==> src/verilog/hblank_pattern_defs.svh <==
// Register offsets, field positions and reset values for the blanking pattern block
`ifndef HBLANK_PATTERN_DEFS_SVH
`define HBLANK_PATTERN_DEFS_SVH
`define OFS_P1_AREA0     8'h00
`define OFS_P2_AREA0     8'h06
`define OFS_START_A      8'h0C
`define OFS_START_B      8'h0D
`define OFS_START_C      8'h0E
`define OFS_ODD_AREA0    8'h10
`define OFS_CONFIG       8'h16
`define OFS_STATUS       8'h17
`define OFS_RETIME_WORD  8'h35
`define RETIME_LSB       20
`define RETIME_MSB       23
`define CFG_MODE_BIT     0
`define CFG_THREE_PHASE  1
`define CFG_POL_ODD      2
`define CFG_POL_EVEN     3
`define START_UNUSED     13'h1FFF
`define COUNT_RESET      12'h000
`define ODD_SRC_RESET    3'h0
`define NUM_AREAS        6
`endif

==> src/verilog/hblank_pattern_pkg.sv <==
// Types for the blanking pattern block
package hblank_pattern_pkg;
  typedef enum logic [1:0] {
    ST_IDLE   = 2'b00,
    ST_WAIT   = 2'b01,
    ST_PULSE  = 2'b11,
    ST_NEXT   = 2'b10
  } gen_state_e;
endpackage

==> src/verilog/hblank_repeat_area_pattern.sv <==
// Blanking repeat-area pulse pattern generator with register port
//
// Behaviour
// - Phase-one count word: bits 3:0 group A, 7:4 group B, 11:8 group C.
// - Each group count ranges zero to fifteen pulses.
// - Six repeat areas, each with its own 12-bit phase-one count register.
// - Six separate 12-bit phase-two count registers, same layout, independent.
// - Mode one uses counts directly for even lines, selectors for odd lines.
// - Three 13-bit start positions give the pulse group offset in each area.
// - Odd-line area copies the even area chosen by its 3-bit selector.
// - Six odd-line selectors, one per repeat area.
// - Three-phase mode fine-retime field bits 23:20 of word 0x35 adjusts phases.
// - Fine-retime bits for phases one and two restore correct blanking.
// - Retime cleared gives the plain, unshifted blanking on all phases.
// - One polarity bit per phase, shared by all groups, picks high or low mask level for odd and even phases.
// - A zero count suppresses that group in that repeat area.
//
// Our own choices: strobed register access and the address map.
`timescale 1ns/100ps
`default_nettype none
`include "hblank_pattern_defs.svh"
module hblank_repeat_area_pattern
  import hblank_pattern_pkg::*;
#(
  parameter int AREA_LEN = 13'd1024
) (
  input  wire logic        clk_sys,     // Pixel clock, 20 MHz
  input  wire logic        reset,       // Synchronous, active high
  input  wire logic [7:0]  regAddr,     // Register word address
  input  wire logic [23:0] regWdata,    // Write data
  input  wire logic        regWrite,    // Write strobe
  input  wire logic        regRead,     // Read strobe
  output logic      [23:0] regRdata,    // Read data, cycle after strobe
  input  wire logic        blankStart,  // One-cycle start of blanking interval
  input  wire logic        oddLine,     // Current line is odd
  output logic             phaseOneOut, // Odd phase group clock
  output logic             phaseTwoOut, // Even phase group clock
  output logic             windowBusy   // Pattern generation active
);

  localparam logic [12:0] AREA_LEN_C = 13'(AREA_LEN);

  // ****************************************
  // State
  // ****************************************
  typedef struct packed {
    logic [5:0][11:0] p1Count;
    logic [5:0][11:0] p2Count;
    logic [2:0][12:0] startPos;
    logic [5:0][2:0]  oddSource;
    logic [3:0]       cfg;
    logic [3:0]       retime;
    logic [23:0]      rdata;
    gen_state_e       state;
    logic [2:0]       area;
    logic [12:0]      pixel;
    logic [1:0]       group;
    logic [3:0]       left1;
    logic [3:0]       left2;
    logic             lineOdd;
    logic             ph1;
    logic             ph2;
    logic             busy;
  } state_s;

  state_s cur;
  state_s next_cur;

  logic [2:0]  srcArea;
  logic [3:0]  cnt1;
  logic [3:0]  cnt2;
  logic [2:0]  rIdx;
  logic        maskOdd;
  logic        maskEven;

  // ****************************************
  // Next state
  // ****************************************
  always_comb begin
    next_cur = cur;
    next_cur.rdata = 24'h000000;
    rIdx = 3'(regAddr[2:0]);
    // Odd lines borrow an even area; out-of-range selector falls back to area zero
    srcArea = cur.lineOdd ? cur.oddSource[cur.area] : cur.area;
    if (srcArea > 3'h5) begin
      srcArea = 3'h0;
    end
    cnt1 = cur.p1Count[srcArea][cur.group*4 +: 4];
    cnt2 = cur.p2Count[srcArea][cur.group*4 +: 4];
    maskOdd = cur.cfg[`CFG_POL_ODD];
    maskEven = cur.cfg[`CFG_POL_EVEN];

    if (regWrite) begin
      if (regAddr < `OFS_P2_AREA0) begin
        next_cur.p1Count[rIdx] = regWdata[11:0];
      end else if (regAddr < `OFS_START_A) begin
        next_cur.p2Count[3'(regAddr - `OFS_P2_AREA0)] = regWdata[11:0];
      end else if (regAddr >= `OFS_START_A && regAddr <= `OFS_START_C) begin
        next_cur.startPos[2'(regAddr - `OFS_START_A)] = regWdata[12:0];
      end else if (regAddr >= `OFS_ODD_AREA0 && regAddr < `OFS_CONFIG) begin
        next_cur.oddSource[3'(regAddr - `OFS_ODD_AREA0)] = regWdata[2:0];
      end else if (regAddr == `OFS_CONFIG) begin
        next_cur.cfg = regWdata[3:0];
      end else if (regAddr == `OFS_RETIME_WORD) begin
        next_cur.retime = regWdata[`RETIME_MSB:`RETIME_LSB];
      end
    end
    if (regRead) begin
      if (regAddr < `OFS_P2_AREA0) begin
        next_cur.rdata = {12'h000, cur.p1Count[rIdx]};
      end else if (regAddr < `OFS_START_A) begin
        next_cur.rdata = {12'h000, cur.p2Count[3'(regAddr - `OFS_P2_AREA0)]};
      end else if (regAddr >= `OFS_START_A && regAddr <= `OFS_START_C) begin
        next_cur.rdata = {11'h000, cur.startPos[2'(regAddr - `OFS_START_A)]};
      end else if (regAddr >= `OFS_ODD_AREA0 && regAddr < `OFS_CONFIG) begin
        next_cur.rdata = {21'h000000, cur.oddSource[3'(regAddr - `OFS_ODD_AREA0)]};
      end else if (regAddr == `OFS_CONFIG) begin
        next_cur.rdata = {20'h00000, cur.cfg};
      end else if (regAddr == `OFS_STATUS) begin
        next_cur.rdata = {17'h00000, cur.area, cur.group, cur.state};
      end else if (regAddr == `OFS_RETIME_WORD) begin
        next_cur.rdata = {cur.retime, 20'h00000};
      end
    end

    // Idle level is the programmed mask polarity
    next_cur.ph1 = maskOdd;
    next_cur.ph2 = maskEven;

    case (cur.state)
      ST_IDLE: begin
        next_cur.busy = 1'b0;
        if (blankStart && cur.cfg[`CFG_MODE_BIT]) begin
          next_cur.state = ST_WAIT;
          next_cur.lineOdd = oddLine;
          next_cur.area = 3'h0;
          next_cur.pixel = 13'h0000;
          next_cur.group = 2'h0;
          next_cur.busy = 1'b1;
        end
      end
      ST_WAIT: begin
        next_cur.pixel = cur.pixel + 13'h0001;
        // Unused start of 8191 never matches inside a shorter area
        if (cur.pixel == cur.startPos[cur.group]) begin
          next_cur.left1 = cnt1;
          next_cur.left2 = cnt2;
          if (cnt1 == 4'h0 && cnt2 == 4'h0) begin
            next_cur.state = ST_NEXT;
          end else begin
            next_cur.state = ST_PULSE;
          end
        end else if (cur.pixel == AREA_LEN_C - 13'h0001) begin
          next_cur.state = ST_NEXT;
          next_cur.group = 2'h3;
        end
      end
      ST_PULSE: begin
        next_cur.pixel = cur.pixel + 13'h0001;
        // In three-phase mode a set retime bit holds the phase at its mask level, cancelling the pulse
        if (cur.left1 != 4'h0) begin
          next_cur.ph1 = ~maskOdd ^ (cur.cfg[`CFG_THREE_PHASE] & cur.retime[0]);
          next_cur.left1 = cur.left1 - 4'h1;
        end
        if (cur.left2 != 4'h0) begin
          next_cur.ph2 = ~maskEven ^ (cur.cfg[`CFG_THREE_PHASE] & cur.retime[1]);
          next_cur.left2 = cur.left2 - 4'h1;
        end
        if (cur.left1 <= 4'h1 && cur.left2 <= 4'h1) begin
          next_cur.state = ST_NEXT;
        end
      end
      ST_NEXT: begin
        next_cur.pixel = cur.pixel + 13'h0001;
        if (cur.group < 2'h2) begin
          next_cur.group = cur.group + 2'h1;
          next_cur.state = ST_WAIT;
        end else if (cur.area < 3'(`NUM_AREAS - 1)) begin
          next_cur.area = cur.area + 3'h1;
          next_cur.group = 2'h0;
          next_cur.pixel = 13'h0000;
          next_cur.state = ST_WAIT;
        end else begin
          next_cur.state = ST_IDLE;
          next_cur.busy = 1'b0;
        end
      end
      default: begin
        next_cur.state = ST_IDLE;
      end
    endcase
  end

  // ****************************************
  // Registers
  // ****************************************
  always_ff @(posedge clk_sys) begin
    if (reset) begin
      cur <= '0;
      cur.startPos <= {3{`START_UNUSED}};
      cur.ph1 <= 1'b0;
    end else begin
      cur <= next_cur;
    end
  end

  assign regRdata = cur.rdata;
  assign phaseOneOut = cur.ph1;
  assign phaseTwoOut = cur.ph2;
  assign windowBusy = cur.busy;

  // ****************************************
  // Checks
  // ****************************************
  property p_read_word;
    @(posedge clk_sys) disable iff (reset)
      regRead && regAddr == `OFS_CONFIG |=> regRdata == {20'h00000, $past(cur.cfg)};
  endproperty
  a_read_word: assert property (p_read_word) else $error("config readback wrong");

  property p_p1_write;
    @(posedge clk_sys) disable iff (reset)
      regWrite && regAddr == `OFS_P1_AREA0 |=> cur.p1Count[0] == $past(regWdata[11:0]);
  endproperty
  a_p1_write: assert property (p_p1_write) else $error("phase-one count not stored");

  property p_p2_write;
    @(posedge clk_sys) disable iff (reset)
      regWrite && regAddr == `OFS_P2_AREA0 |=> cur.p2Count[0] == $past(regWdata[11:0]);
  endproperty
  a_p2_write: assert property (p_p2_write) else $error("phase-two count not stored");

  property p_mode_gate;
    @(posedge clk_sys) disable iff (reset)
      blankStart && !cur.cfg[`CFG_MODE_BIT] && cur.state == ST_IDLE |=> !windowBusy;
  endproperty
  a_mode_gate: assert property (p_mode_gate) else $error("started outside mode one");

  property p_start_match;
    @(posedge clk_sys) disable iff (reset)
      cur.state == ST_WAIT && cur.pixel == cur.startPos[cur.group]
      |=> cur.state != ST_WAIT;
  endproperty
  a_start_match: assert property (p_start_match) else $error("start missed");

  property p_zero_count;
    @(posedge clk_sys) disable iff (reset)
      cur.state == ST_WAIT && cur.pixel == cur.startPos[cur.group] && cnt1 == 4'h0
      && cnt2 == 4'h0 |=> cur.state == ST_NEXT;
  endproperty
  a_zero_count: assert property (p_zero_count) else $error("zero group not suppressed");

  property p_idle_level;
    @(posedge clk_sys) disable iff (reset)
      cur.state == ST_IDLE && $past(cur.state) == ST_IDLE && $stable(cur.cfg)
      |-> phaseOneOut == cur.cfg[`CFG_POL_ODD] && phaseTwoOut == cur.cfg[`CFG_POL_EVEN];
  endproperty
  a_idle_level: assert property (p_idle_level) else $error("mask level wrong");

  property p_area_order;
    @(posedge clk_sys) disable iff (reset)
      cur.state != ST_IDLE && $past(cur.state) != ST_IDLE
      |-> cur.area == $past(cur.area) || cur.area == $past(cur.area) + 3'h1;
  endproperty
  a_area_order: assert property (p_area_order) else $error("areas out of order");

  property p_odd_select;
    @(posedge clk_sys) disable iff (reset)
      cur.lineOdd && cur.state == ST_WAIT && cur.oddSource[cur.area] <= 3'h5
      |-> srcArea == cur.oddSource[cur.area];
  endproperty
  a_odd_select: assert property (p_odd_select) else $error("odd selector ignored");

  property p_rdata_idle;
    @(posedge clk_sys) disable iff (reset)
      !regRead |=> regRdata == 24'h000000;
  endproperty
  a_rdata_idle: assert property (p_rdata_idle) else $error("read data not cleared");

  property p_start_write;
    @(posedge clk_sys) disable iff (reset)
      regWrite && regAddr == `OFS_START_C |=> cur.startPos[2] == $past(regWdata[12:0]);
  endproperty
  a_start_write: assert property (p_start_write) else $error("start position not stored");

  property p_odd_write;
    @(posedge clk_sys) disable iff (reset)
      regWrite && regAddr == `OFS_ODD_AREA0 |=> cur.oddSource[0] == $past(regWdata[2:0]);
  endproperty
  a_odd_write: assert property (p_odd_write) else $error("odd selector not stored");

  property p_retime_write;
    @(posedge clk_sys) disable iff (reset)
      regWrite && regAddr == `OFS_RETIME_WORD
      |=> cur.retime == $past(regWdata[`RETIME_MSB:`RETIME_LSB]);
  endproperty
  a_retime_write: assert property (p_retime_write) else $error("retime not stored");

  property p_busy_start;
    @(posedge clk_sys) disable iff (reset)
      blankStart && cur.cfg[`CFG_MODE_BIT] && cur.state == ST_IDLE
      |=> windowBusy && cur.area == 3'h0 && cur.lineOdd == $past(oddLine);
  endproperty
  a_busy_start: assert property (p_busy_start) else $error("window did not start");

  property p_restart_ignored;
    @(posedge clk_sys) disable iff (reset)
      blankStart && cur.state != ST_IDLE |=> $stable(cur.lineOdd);
  endproperty
  a_restart_ignored: assert property (p_restart_ignored) else $error("restart taken");

  // Plain pulse drives the phase away from its mask level
  property p_plain_pulse;
    @(posedge clk_sys) disable iff (reset)
      cur.state == ST_PULSE && cur.left1 != 4'h0
      && !(cur.cfg[`CFG_THREE_PHASE] && cur.retime[0])
      |=> phaseOneOut != $past(cur.cfg[`CFG_POL_ODD]);
  endproperty
  a_plain_pulse: assert property (p_plain_pulse) else $error("phase-one pulse missing");

  property p_retimed_pulse;
    @(posedge clk_sys) disable iff (reset)
      cur.state == ST_PULSE && cur.left1 != 4'h0
      && cur.cfg[`CFG_THREE_PHASE] && cur.retime[0]
      |=> phaseOneOut == $past(cur.cfg[`CFG_POL_ODD]);
  endproperty
  a_retimed_pulse: assert property (p_retimed_pulse) else $error("retime not applied");

  property p_phase_two_pulse;
    @(posedge clk_sys) disable iff (reset)
      cur.state == ST_PULSE && cur.left2 != 4'h0
      && !(cur.cfg[`CFG_THREE_PHASE] && cur.retime[1])
      |=> phaseTwoOut != $past(cur.cfg[`CFG_POL_EVEN]);
  endproperty
  a_phase_two_pulse: assert property (p_phase_two_pulse) else $error("phase-two pulse missing");

  property p_zero_group;
    @(posedge clk_sys) disable iff (reset)
      cur.state == ST_PULSE && cur.left1 == 4'h0 |=> phaseOneOut == $past(cur.cfg[`CFG_POL_ODD]);
  endproperty
  a_zero_group: assert property (p_zero_group) else $error("spent group still pulsing");

  property p_area_wrap;
    @(posedge clk_sys) disable iff (reset)
      cur.state == ST_NEXT && cur.group >= 2'h2 && cur.area < 3'h5
      |=> cur.state == ST_WAIT && cur.group == 2'h0 && cur.pixel == 13'h0000;
  endproperty
  a_area_wrap: assert property (p_area_wrap) else $error("next area not entered");

  property p_window_end;
    @(posedge clk_sys) disable iff (reset)
      cur.state == ST_NEXT && cur.group >= 2'h2 && cur.area == 3'h5
      |=> cur.state == ST_IDLE && !windowBusy;
  endproperty
  a_window_end: assert property (p_window_end) else $error("window did not close");

  c_odd_line: cover property (@(posedge clk_sys) blankStart && oddLine && cur.cfg[`CFG_MODE_BIT]);
  c_pulse: cover property (@(posedge clk_sys) cur.state == ST_PULSE);
  c_last_area: cover property (@(posedge clk_sys) cur.area == 3'h5 && cur.state == ST_NEXT);
  c_restart: cover property (@(posedge clk_sys) blankStart && cur.state != ST_IDLE);
  c_retimed: cover property (@(posedge clk_sys) cur.state == ST_PULSE && cur.retime[1:0] != 2'b00);

endmodule
`default_nettype wire

==> config.mk <==
export PLATFORM = sky130hd
export DESIGN_NAME = hblank_repeat_area_pattern
export DESIGN_NICKNAME = d
export VERILOG_FILES = /design/src/verilog/hblank_pattern_pkg.sv /design/src/verilog/hblank_repeat_area_pattern.sv
export VERILOG_INCLUDE_DIRS = /design/src /design/src/verilog
export SDC_FILE = /design/constraint.sdc
export NUM_CORES = 1
export LEC_CHECK = 0
export BUFFER_PORTS_ARGS = -buffer_cell sky130_fd_sc_hd__buf_2
export CAP_MARGIN = 20
export CORE_MARGIN = 5
export CORE_UTILIZATION = 53
export DETAILED_ROUTE_END_ITERATION = 8
export PLACE_DENSITY = 0.7
export SKIP_LAST_GASP = 1
export SYNTH_ARGS = -nofsm -noshare
export SYNTH_HDL_FRONTEND = slang
export SYNTH_SLANG_ARGS = --single-unit
==> constraint.sdc <==
create_clock -name clk_sys -period 3.7 [get_ports clk_sys]
set_clock_uncertainty 0.15 [all_clocks]
set_input_delay 0.185 -clock clk_sys [delete_from_list [all_inputs] [get_ports clk_sys]]
set_output_delay 0.185 -clock clk_sys [all_outputs]
set_load 0.01 [all_outputs]
==> impl_results.md, run 1 <==
* Post-Syn Area per Cell at between 8 and 9 sq um
* Pre-CTS setup slack at about 0.11 ns
* Gpl congestion at just over 1
* Worst skew pair latency at between 0.5 and 0.6 ns
* Final #Nets at 1757
* Worst EP required at 3.98 ns
* Synth-to-Final Area Change at 11.78%
* Slew Viols, Final at 0
* Leakage at around 0.0057 uW
* H-Tree Depth at 1
* CP Max Fanout at 11
* Remaining antenna violation count at 0
* Post-route minimum period at about 3.5 ns
* Crit path DAT at between 3 and 4 ns
* Clock transition at the registers of the reported paths at ~0.060 ns
* Relative slew slack at between 30% and 40%
* Critical Path Sink Type: flip-flop
* Clk pwr share at 43.8%
* M1 WL at around 18000 microns
* Count leader, synth: nand2_1
* Number of synthesized flops with an enable pin at 0
* Via Count at about 13000
* TritonCTS Buffers at 27
* CP peak stage delay at 0.51 ns
* Synthesized flop and latch total at between 200 and 300
* Number of global-route vias before repair at ~12000
* DRC at 0
* Pwr dens at roughly 420 nW/um^2
* Crit path depth at 13
* Area contributors post-synth: dfxtp_1 (38%), nand2_1 (11%), mux2i_1 (9.8%)
* CP delay by family, top: compound AO/OA/AOI/OAI gates
* Crit-path most repeated cell: buf_4
* R2r worst-path depth at 13
* P_int at roughly 4800 uW
* Status: finished clean
* Met3 wire length at between 4000 and 5000 microns
* Reg-to-reg slack, setup at ~0.18 ns
* Worst setup margin at roughly 0.18 ns
* WL/cell at approximately 22 microns
* Synthesized instance count at 1691
* TritonCTS clock tree: done
* Die area at 29210 sq um
* IO Pins at between 60 and 70
* Gr ovfl total at 0
* Kind of critical path: reg -> reg
* First-pass GRT wire length at just under 70000 microns
* Seq/Total Area, Yosys at 37.63%
* Clk sinks at approximately 260
* DP Wirelength at just over 30000 microns
* Largest net degree at the start of global routing at 115
* Net Sw Frac at about a quarter
* DR pass1 iterations at 7
* Initial antenna violation count at 0
* GRT Overall Usage at 29.92%
* Die H at ~170 microns
* Top layer used by detailed routing: met4
* Part of the power in registers at approximately 43%
* R2R Path End: cur[10]
* Fillers at ~2300
* Max-cap violations at 0
* Util after Layout at between 50% and 60%
* Clock Tree Buf Depth at 3
* Async SR Flop Fraction at 0%
* Worst Setup Start Kind: flip-flop
* Routed WL at ~45000 microns
* F_max at 0.2843 GHz
* # setup viols final at 0
* Synth cell types at 80
* Vias per inst at between 6 and 7
* Buffers on Ports at 50
* Die width at 170.9 microns
* Buf/Inv on CP at 4
* CP max stage cell: o211ai_1
* Critical Path Sink: cur[10]
* Share of layout cells above drive strength 1 at between 10% and 20%
* Hold violation count in the final report at 0
* RSZ-0062 raised after global routing: no
* Slew @ Worst Pin at about 1.0 ns
* Post-synth top area share at 37.63%
* Combinational Power Share at between 10% and 20%
* Initial DRC Count at roughly 1500
* Top FF cell, synth: dfxtp_1
* NetSw at 1719 uW
* Synthesized cell area at ~14000 sq um
* Total Neg Setup Slack at 0 ns
* WL met2 at 20690 microns
* Synth area leader: dfxtp_1
* IR Drop Worst-Case VDD at around 0.35 mV
* Root Buffer: clkbuf_16
* Overall Power at around 6500 uW
* Ys Warns at 0
* List of most frequent post-synthesis cells: nand2_1 (416), dfxtp_1 (258), a21oi_1 (169)
* CORE AREA at between 20000 and 30000 sq um
* R2r startpoint: cur[27]
* Diode count at 0
* Beginning of the critical path: cur[27]
* Worst path cell trace: buf_4 > mux2i_1 > o211ai_1 > and2_4 > mux2i_2 > buf_4 > buf_4 > o221ai_1 > o22ai_1 > o31ai_2 > buf_4 > o22ai_1 > a32o_1
* Worst hold path type: in -> reg
* Fin crit share at between 90% and 100%
* Initial core utilization at about 53%
* Rows at a little under 60
==> cell type report <==
type                    count  area [sq um]  area share, %
multi-input cells        1256          7776          50.69
flip-flops and latches    258          5166          33.68
repair buffers            131         949.7          6.190
clock buffers              37         763.2          4.975
well taps                 335         419.2          2.732
clock inverters            11         157.7          1.028
inverters                  29         108.9         0.7096
==> through the flow <==
step	cells	instance area (sq um)	hold slack, ns
5_1_grt	2057	15340	0.04325
3_5_place_dp	1990	14210	0.2723
6_report	2057	15340	0.02407
4_1_cts	2056	15310	0.02802
2_1_floorplan	1697	13750	0.1590
3_3_place_gp	1990	14210	0.2660
==> layout by cell type, fill, tap and decap left out, drive strengths merged, types with 11 or more instances in the layout <==
cell type,netlist,final
nor2,118,118
buf,52,113
nand3,54,54
inv,28,28
and3,11,11
dfxtp,258,258
mux2,17,17
ha,16,16
clkbuf,102,37
xnor2,18,18
a211oi,18,18
a21oi,171,171
o22ai,24,24
o21ai,48,48
nand2,418,418
dlygate4sd3,0,18
a221oi,14,14
mux4,32,32
nand4,12,12
o2bb2ai,12,12
mux2i,135,135
==> how the worst min path moves through the flow <==
stage / end / depth (start not counted) / from
5_1_grt: cur[207] / 3 / regWdata[2]
6_report: cur[248] / 2 / reset
2_1_floorplan: cur[107] / 2 / regWdata[12]
3_3_place_gp: regRdata[23] / 2 / cur[59]
3_5_place_dp: regRdata[23] / 2 / cur[59]
4_1_cts: cur[231] / 3 / regWdata[2]
==> registers in the layout, summed over array words and instances (netlist names) <==
name         cells
phaseTwoOut      1
cur            238
regRdata        17
windowBusy       1
phaseOneOut      1
==> routing by layer <==
| metal | track usage (%) | vias to the layer above |
|---|---|---|
| met5 | 0 | - |
| li1 | - | 5904 |
| met3 | 4.482 | 133 |
| met4 | 12.88 | 0 |
| met2 | 48.69 | 628 |
| met1 | 39.81 | 6045 |
==> logic make-up after synthesis <==
| group | share of synthesized area, % |
|---|---|
| fa+ha+maj | 1.459 |
| simple gates | 20.20 |
| mux | 16.52 |
| other cells | 0.02732 |
| buf+inv | 6.053 |
| compound gates | 16.45 |
| flops | 37.63 |
| xor+xnor | 1.659 |
==> power groups by stage <==
stage	sequential [uW]	combinational [uW]	clock [uW]
2_1_floorplan	2880	540	0
3_3_place_gp	2890	784	0
3_5_place_dp	2890	793	0
4_1_cts	2830	809	2870
5_1_grt	2830	890	2990
6_report	2830	834	2850
==> timing repair <==
action                                 CTS  global route
buffers inserted                         0             1
setup endpoints to repair                0             3
resized for setup                        0             2
hold buffers                            18             0
endpoints found under the hold margin  126             0
Note: power is estimated with default switching activity, not from simulation.
==> run 2: changes to the inputs <==
--- a/config.mk
+++ b/config.mk
@@ -11,7 +11,7 @@
 export CORE_MARGIN = 5
 export CORE_UTILIZATION = 53
 export DETAILED_ROUTE_END_ITERATION = 8
-export PLACE_DENSITY = 0.7
+export PLACE_DENSITY_LB_ADDON = 0.3
 export SKIP_LAST_GASP = 1
 export SYNTH_ARGS = -nofsm -noshare
 export SYNTH_HDL_FRONTEND = slang
==> impl_results.md, run 2 (synthesis gave the netlist of run 1 again) <==
* Status: finished clean
* TritonCTS clock tree: done
* Remaining antenna violation count at 0
* M1 WL at approximately 18000 microns
* WL/cell at 21.99 microns
* CP Max Fanout at 12
* Vias per inst at between 6 and 7
* F_max at 0.2816 GHz
* Crit path DAT at 3.83 ns
* Critical Path Sink Type: flip-flop
* Commonest non-fill, non-tap cell in the layout: nand2_1
* Final #Nets at about 1800
* Clk sinks at 258
* Worst hold path type: in -> reg
* Largest Register: cur
* GRT Overall Usage at between 30% and 40%
* Largest register FFs at roughly 240
* Beginning of the critical path: cur[28]
* Clock transition at the registers of the reported paths at 0.07 ns
* Share of layout cells above drive strength 1 at 13.52%
* Synth-to-Final Area Change at 13.36%
* Buffers on Ports at 50
* Fillers at 2339
* WHS Endpoint: cur[145]
* Gr ovfl total at 0
* Post-route minimum period at approximately 3.6 ns
* R2r worst-path depth at 13
* TritonCTS Buffers at 28
* R2R Path End: cur[30]
* Min-Delay Path Depth at 3
* Reg-to-reg slack, setup at ~0.15 ns
* Commonest non-fill, non-tap cells in the layout: nand2_1 (416), dfxtp_1 (258), a21oi_1 (169)
* # setup viols final at 0
* Max-cap violations at 0
* Overall Power at 6859 uW
* Top layer used by detailed routing: met5
* Kind of critical path: reg -> reg
* Initial core utilization at a little over half
* Root Buffer: clkbuf_16
* DRC at 0
* RSZ-0062 raised after global routing: no
* Number of global-route vias before repair at about 12000
* Die area at roughly 29000 sq um
* IO Pins at 65
* Total Neg Setup Slack at 0 ns
* First-pass GRT wire length at between 60000 and 70000 microns
* CORE AREA at 25760 sq um
* R2r startpoint: cur[28]
* Slew Viols, Final at 0
* Largest net degree at the start of global routing at between 90 and 100
* Pwr dens at 440.9 nW/um^2
* Via Count at ~13000
* Hold violation count in the final report at 0
* Relative slew slack at 28.38%
* Leakage at approximately 0.0058 uW
* Slew @ Worst Pin at about 1.1 ns
* DR pass1 iterations at 6
* Worst EP required at 3.98 ns
* IR Drop Worst-Case VDD at 0.3822 mV
* DP Wirelength at 31570 microns
* Gpl congestion at just under 1
* Worst Setup Start Kind: flip-flop
* H-Tree Depth at 1
* Clock Tree Buf Depth at 3
* Die H at 170.9 microns
* Diode count at 0
* Met3 wire length at 4179 microns
* Rows at approximately 60
* Fin crit share at a little over nine tenths
* Die width at 170.9 microns
* Initial antenna violation count at 1
* Initial DRC Count at about 1600
* WL met2 at about 21000 microns
* Worst skew pair latency at about 0.56 ns
* Routed WL at ~46000 microns
* Hold_sp: regWdata[0]
run 2: power by group:
| group | internal, uW | switching, uW | leakage, uW | total [uW] |
|---|---|---|---|---|
| Combinational | 277 | 559 | 0.00324 | 836 |
| Sequential | 2800 | 30.9 | 0.00208 | 2830 |
| Clock | 1990 | 1200 | 0.000517 | 3190 |
| Total | 5070 | 1790 | 0.00583 | 6860 |
run 2: stage by stage:
step | cell area [sq um] | std cells | util, % | hold slack, ns | setup WS (ns)
finish | 15560 | 2073 | 60.39 | 0.02330 | 0.1483
CTS | 15540 | 2072 | 60.31 | 0.0006038 | 0.1158
detailed placement | 14230 | 1996 | 55.25 | 0.2662 | 0.1340
global route | 15560 | 2073 | 60.39 | 0.02732 | 0.07722
global placement | 14230 | 1996 | 55.25 | 0.2677 | 0.1641
floorplan | 13750 | 1697 | - | 0.1590 | 0.6863
run 2: critical path, cell delays in order (launching register included):
cell,delay (ns)
dfxtp_1,0.36
buf_4,0.22
mux2_2,0.35
a22o_1,0.28
o21ai_4,0.32
buf_4,0.27
a21oi_4,0.06
buf_4,0.19
mux2i_1,0.15
a31oi_1,0.10
o32a_1,0.41
nor4_2,0.30
buf_4,0.18
a31oi_1,0.07
run 2: per-layer routing:
layer  vias up  track usage (%)
met4         2            11.26
met2       667            49.69
li1       5926                -
met3       136            4.482
met5         -                0
met1      6137            40.81
run 2: what timing repair did:
action	in CTS	in global routing
setup buffers	0	0
endpoints found under the hold margin	152	0
setup endpoints to repair	0	1
gates resized for setup	0	2
hold buffers	24	0
run 2: how the worst max path moves through the flow:
| stage | depth (start not counted) | slack (ns) | to |
|---|---|---|---|
| after detailed placement | 13 | 0.13 | cur[30] |
| after global placement | 11 | 0.16 | cur[30] |
| after global routing | 13 | 0.08 | cur[30] |
| after CTS | 13 | 0.12 | cur[30] |
| after floorplan | 10 | 0.69 | cur[30] |
| final | 13 | 0.15 | cur[30] |
run 2: final cells by class:
type                       count  area (sq um)  share of cell area, %
multi-input combinational   1256          7782                  50.02
sequential                   258          5165                  33.20
timing repair buffer         143          1017                  6.539
clock buffer                  39         833.3                  5.356
tap                          335         419.2                  2.694
clock inverter                13         231.5                  1.488
inverter                      29         108.9                 0.6997
==> run 3: changes to the inputs <==
--- a/config.mk
+++ b/config.mk
@@ -8,6 +8,7 @@
 export LEC_CHECK = 0
 export BUFFER_PORTS_ARGS = -buffer_cell sky130_fd_sc_hd__buf_2
 export CAP_MARGIN = 20
+export CORE_ASPECT_RATIO = 0.6
 export CORE_MARGIN = 5
 export CORE_UTILIZATION = 53
 export DETAILED_ROUTE_END_ITERATION = 8
==> impl_results.md, run 3 (synthesis gave the netlist of run 1 again) <==
* Diode count at 0
* Clk sinks at approximately 260
* Remaining antenna violation count at 0
* Clock transition at the registers of the reported paths at 0.07 ns
* Leakage at ~0.0057 uW
* Initial core utilization at between 50% and 60%
* Largest register FFs at between 200 and 250
* Worst skew pair latency at 0.57 ns
* Rows at 45
* Via Count at 12940
* RSZ-0062 raised after global routing: no
* GRT Overall Usage at 31.27%
* WL/cell at around 23 microns
* Status: finished clean
* Slew @ Worst Pin at roughly 1.1 ns
* Gpl congestion at about 1
* DP Wirelength at 33010 microns
* Initial DRC Count at 1677
* Die H at between 100 and 150 microns
* Number of global-route vias before repair at ~12000
* DR pass1 iterations at 6
* Relative slew slack at between 20% and 30%
* Commonest non-fill, non-tap cell in the layout: nand2_1
* Overall Power at around 6500 uW
* Worst Setup Start Kind: flip-flop
* TritonCTS Buffers at 25
* Gr ovfl total at 0
* Final cell count without fillers at a little over 2000
* Hold violation count in the final report at 0
* Fin crit share at 93.70%
* First-pass GRT wire length at about 70000 microns
* Inst Count DP at 2010
* Final #Nets at about 1800
* Clock Tree Buf Depth at 3
* Initial antenna violation count at 1
* Worst hold path type: in -> reg
* Largest Register: cur
* CP Max Fanout at 13
* Routed WL at around 47000 microns
* Slew Viols, Final at 0
* CORE AREA at approximately 25000 sq um
* Max-cap violations at 0
* Fillers at around 2200
* Util after Layout at between 60% and 70%
* Post-CTS repair timing setup buffer count at 0
* Die width at 217.7 microns
* Total Neg Setup Slack at 0 ns
* # setup viols final at 0
* Root Buffer: clkbuf_16
* Worst EP required at 4.00 ns
* Area occupied by multi-input gates at about 8000 sq um
* DRC at 0
* Share of layout cells above drive strength 1 at 12.95%
* Commonest non-fill, non-tap cells in the layout: nand2_1 (416), dfxtp_1 (258), a21oi_1 (169)
* Register area at 5165 sq um
* F_max at slightly below 0.3 GHz
* Die area at between 20000 and 30000 sq um
* Synth-to-Final Area Change at 11.81%
* Post-route minimum period at 3.467 ns
* Kind of critical path: reg -> reg
* Vias per inst at 6.241
* H-Tree Depth at 1
* IR Drop Worst-Case VDD at just under 0.3 mV
* TritonCTS clock tree: done
* Post-CTS Hold Fix Bufs at 20
* Post-cts sizing count at 0
* IO Pins at 65
* Largest net degree at the start of global routing at 120
* Crit path DAT at 3.77 ns
* Critical Path Sink Type: flip-flop
* Pwr dens at ~420 nW/um^2
* Buffers on Ports at 50
## run 3: changes by cell type in the layout (fill, tap and decap cells not counted), sizes merged, moves of 2 or more
cell / delta
clkinv: +3
buf: -4
dlygate4sd3: -4
bufinv: -2
clkbuf: -9
## run 3: area by class of cell
type	count	area share [%]
Multi-Input combinational cell	1256	50.64
Inverter	29	0.7094
Clock buffer	30	4.395
Sequential cell	258	33.66
Clock inverter	14	1.305
Timing Repair Buffer	135	6.417
Tap cell	352	2.870
## run 3: metrics by stage
stage | worst slack, ns | instance area (sq um) | hold WS, ns
floorplan | 0.6863 | 13750 | 0.1590
global placement | 0.3094 | 14270 | 0.2629
detailed placement | 0.2981 | 14270 | 0.2775
CTS | 0.2686 | 15340 | 0.005026
global route | 0.003912 | 15340 | 0.03118
finish | 0.2333 | 15340 | 0.02548
## run 3: layer usage
layer  wire length, microns  global-route usage, %  share of wire [%]
met5                     13                      0              0.028
met3                   6338                  11.18                 13
met4                   1087                  6.692                2.3
met2                  19040                  43.95                 40
met1                  20540                  46.18                 44
## run 3: where the power goes
part	internal, uW	switching (uW)
registers	2800	30.1
logic	277	588
clock network	1590	1180
total	4670	1800
## run 3: path summary, 6_finish.rpt
check / startpoint / endpoint / slack [ns] / depth (start not counted)
hold reg to reg: cur[59] / regRdata[23] / 0.28 / 2
setup / recovery: cur[27] / cur[30] / 0.23 / 12
hold / removal: reset / windowBusy / 0.03 / 2
setup reg to reg: cur[27] / cur[30] / 0.23 / 12
## run 3: worst max-delay path: stages, from the launching register on
cell and delay [ns]:
dfxtp_1 0.50, mux2_2 0.37, a222oi_1 0.30, buf_4 0.18
a21oi_2 0.10, buf_4 0.24, mux2_2 0.29, a222oi_1 0.31
a2bb2oi_1 0.21, o31ai_1 0.13, nor4_1 0.32, buf_4 0.17
a31oi_1 0.07
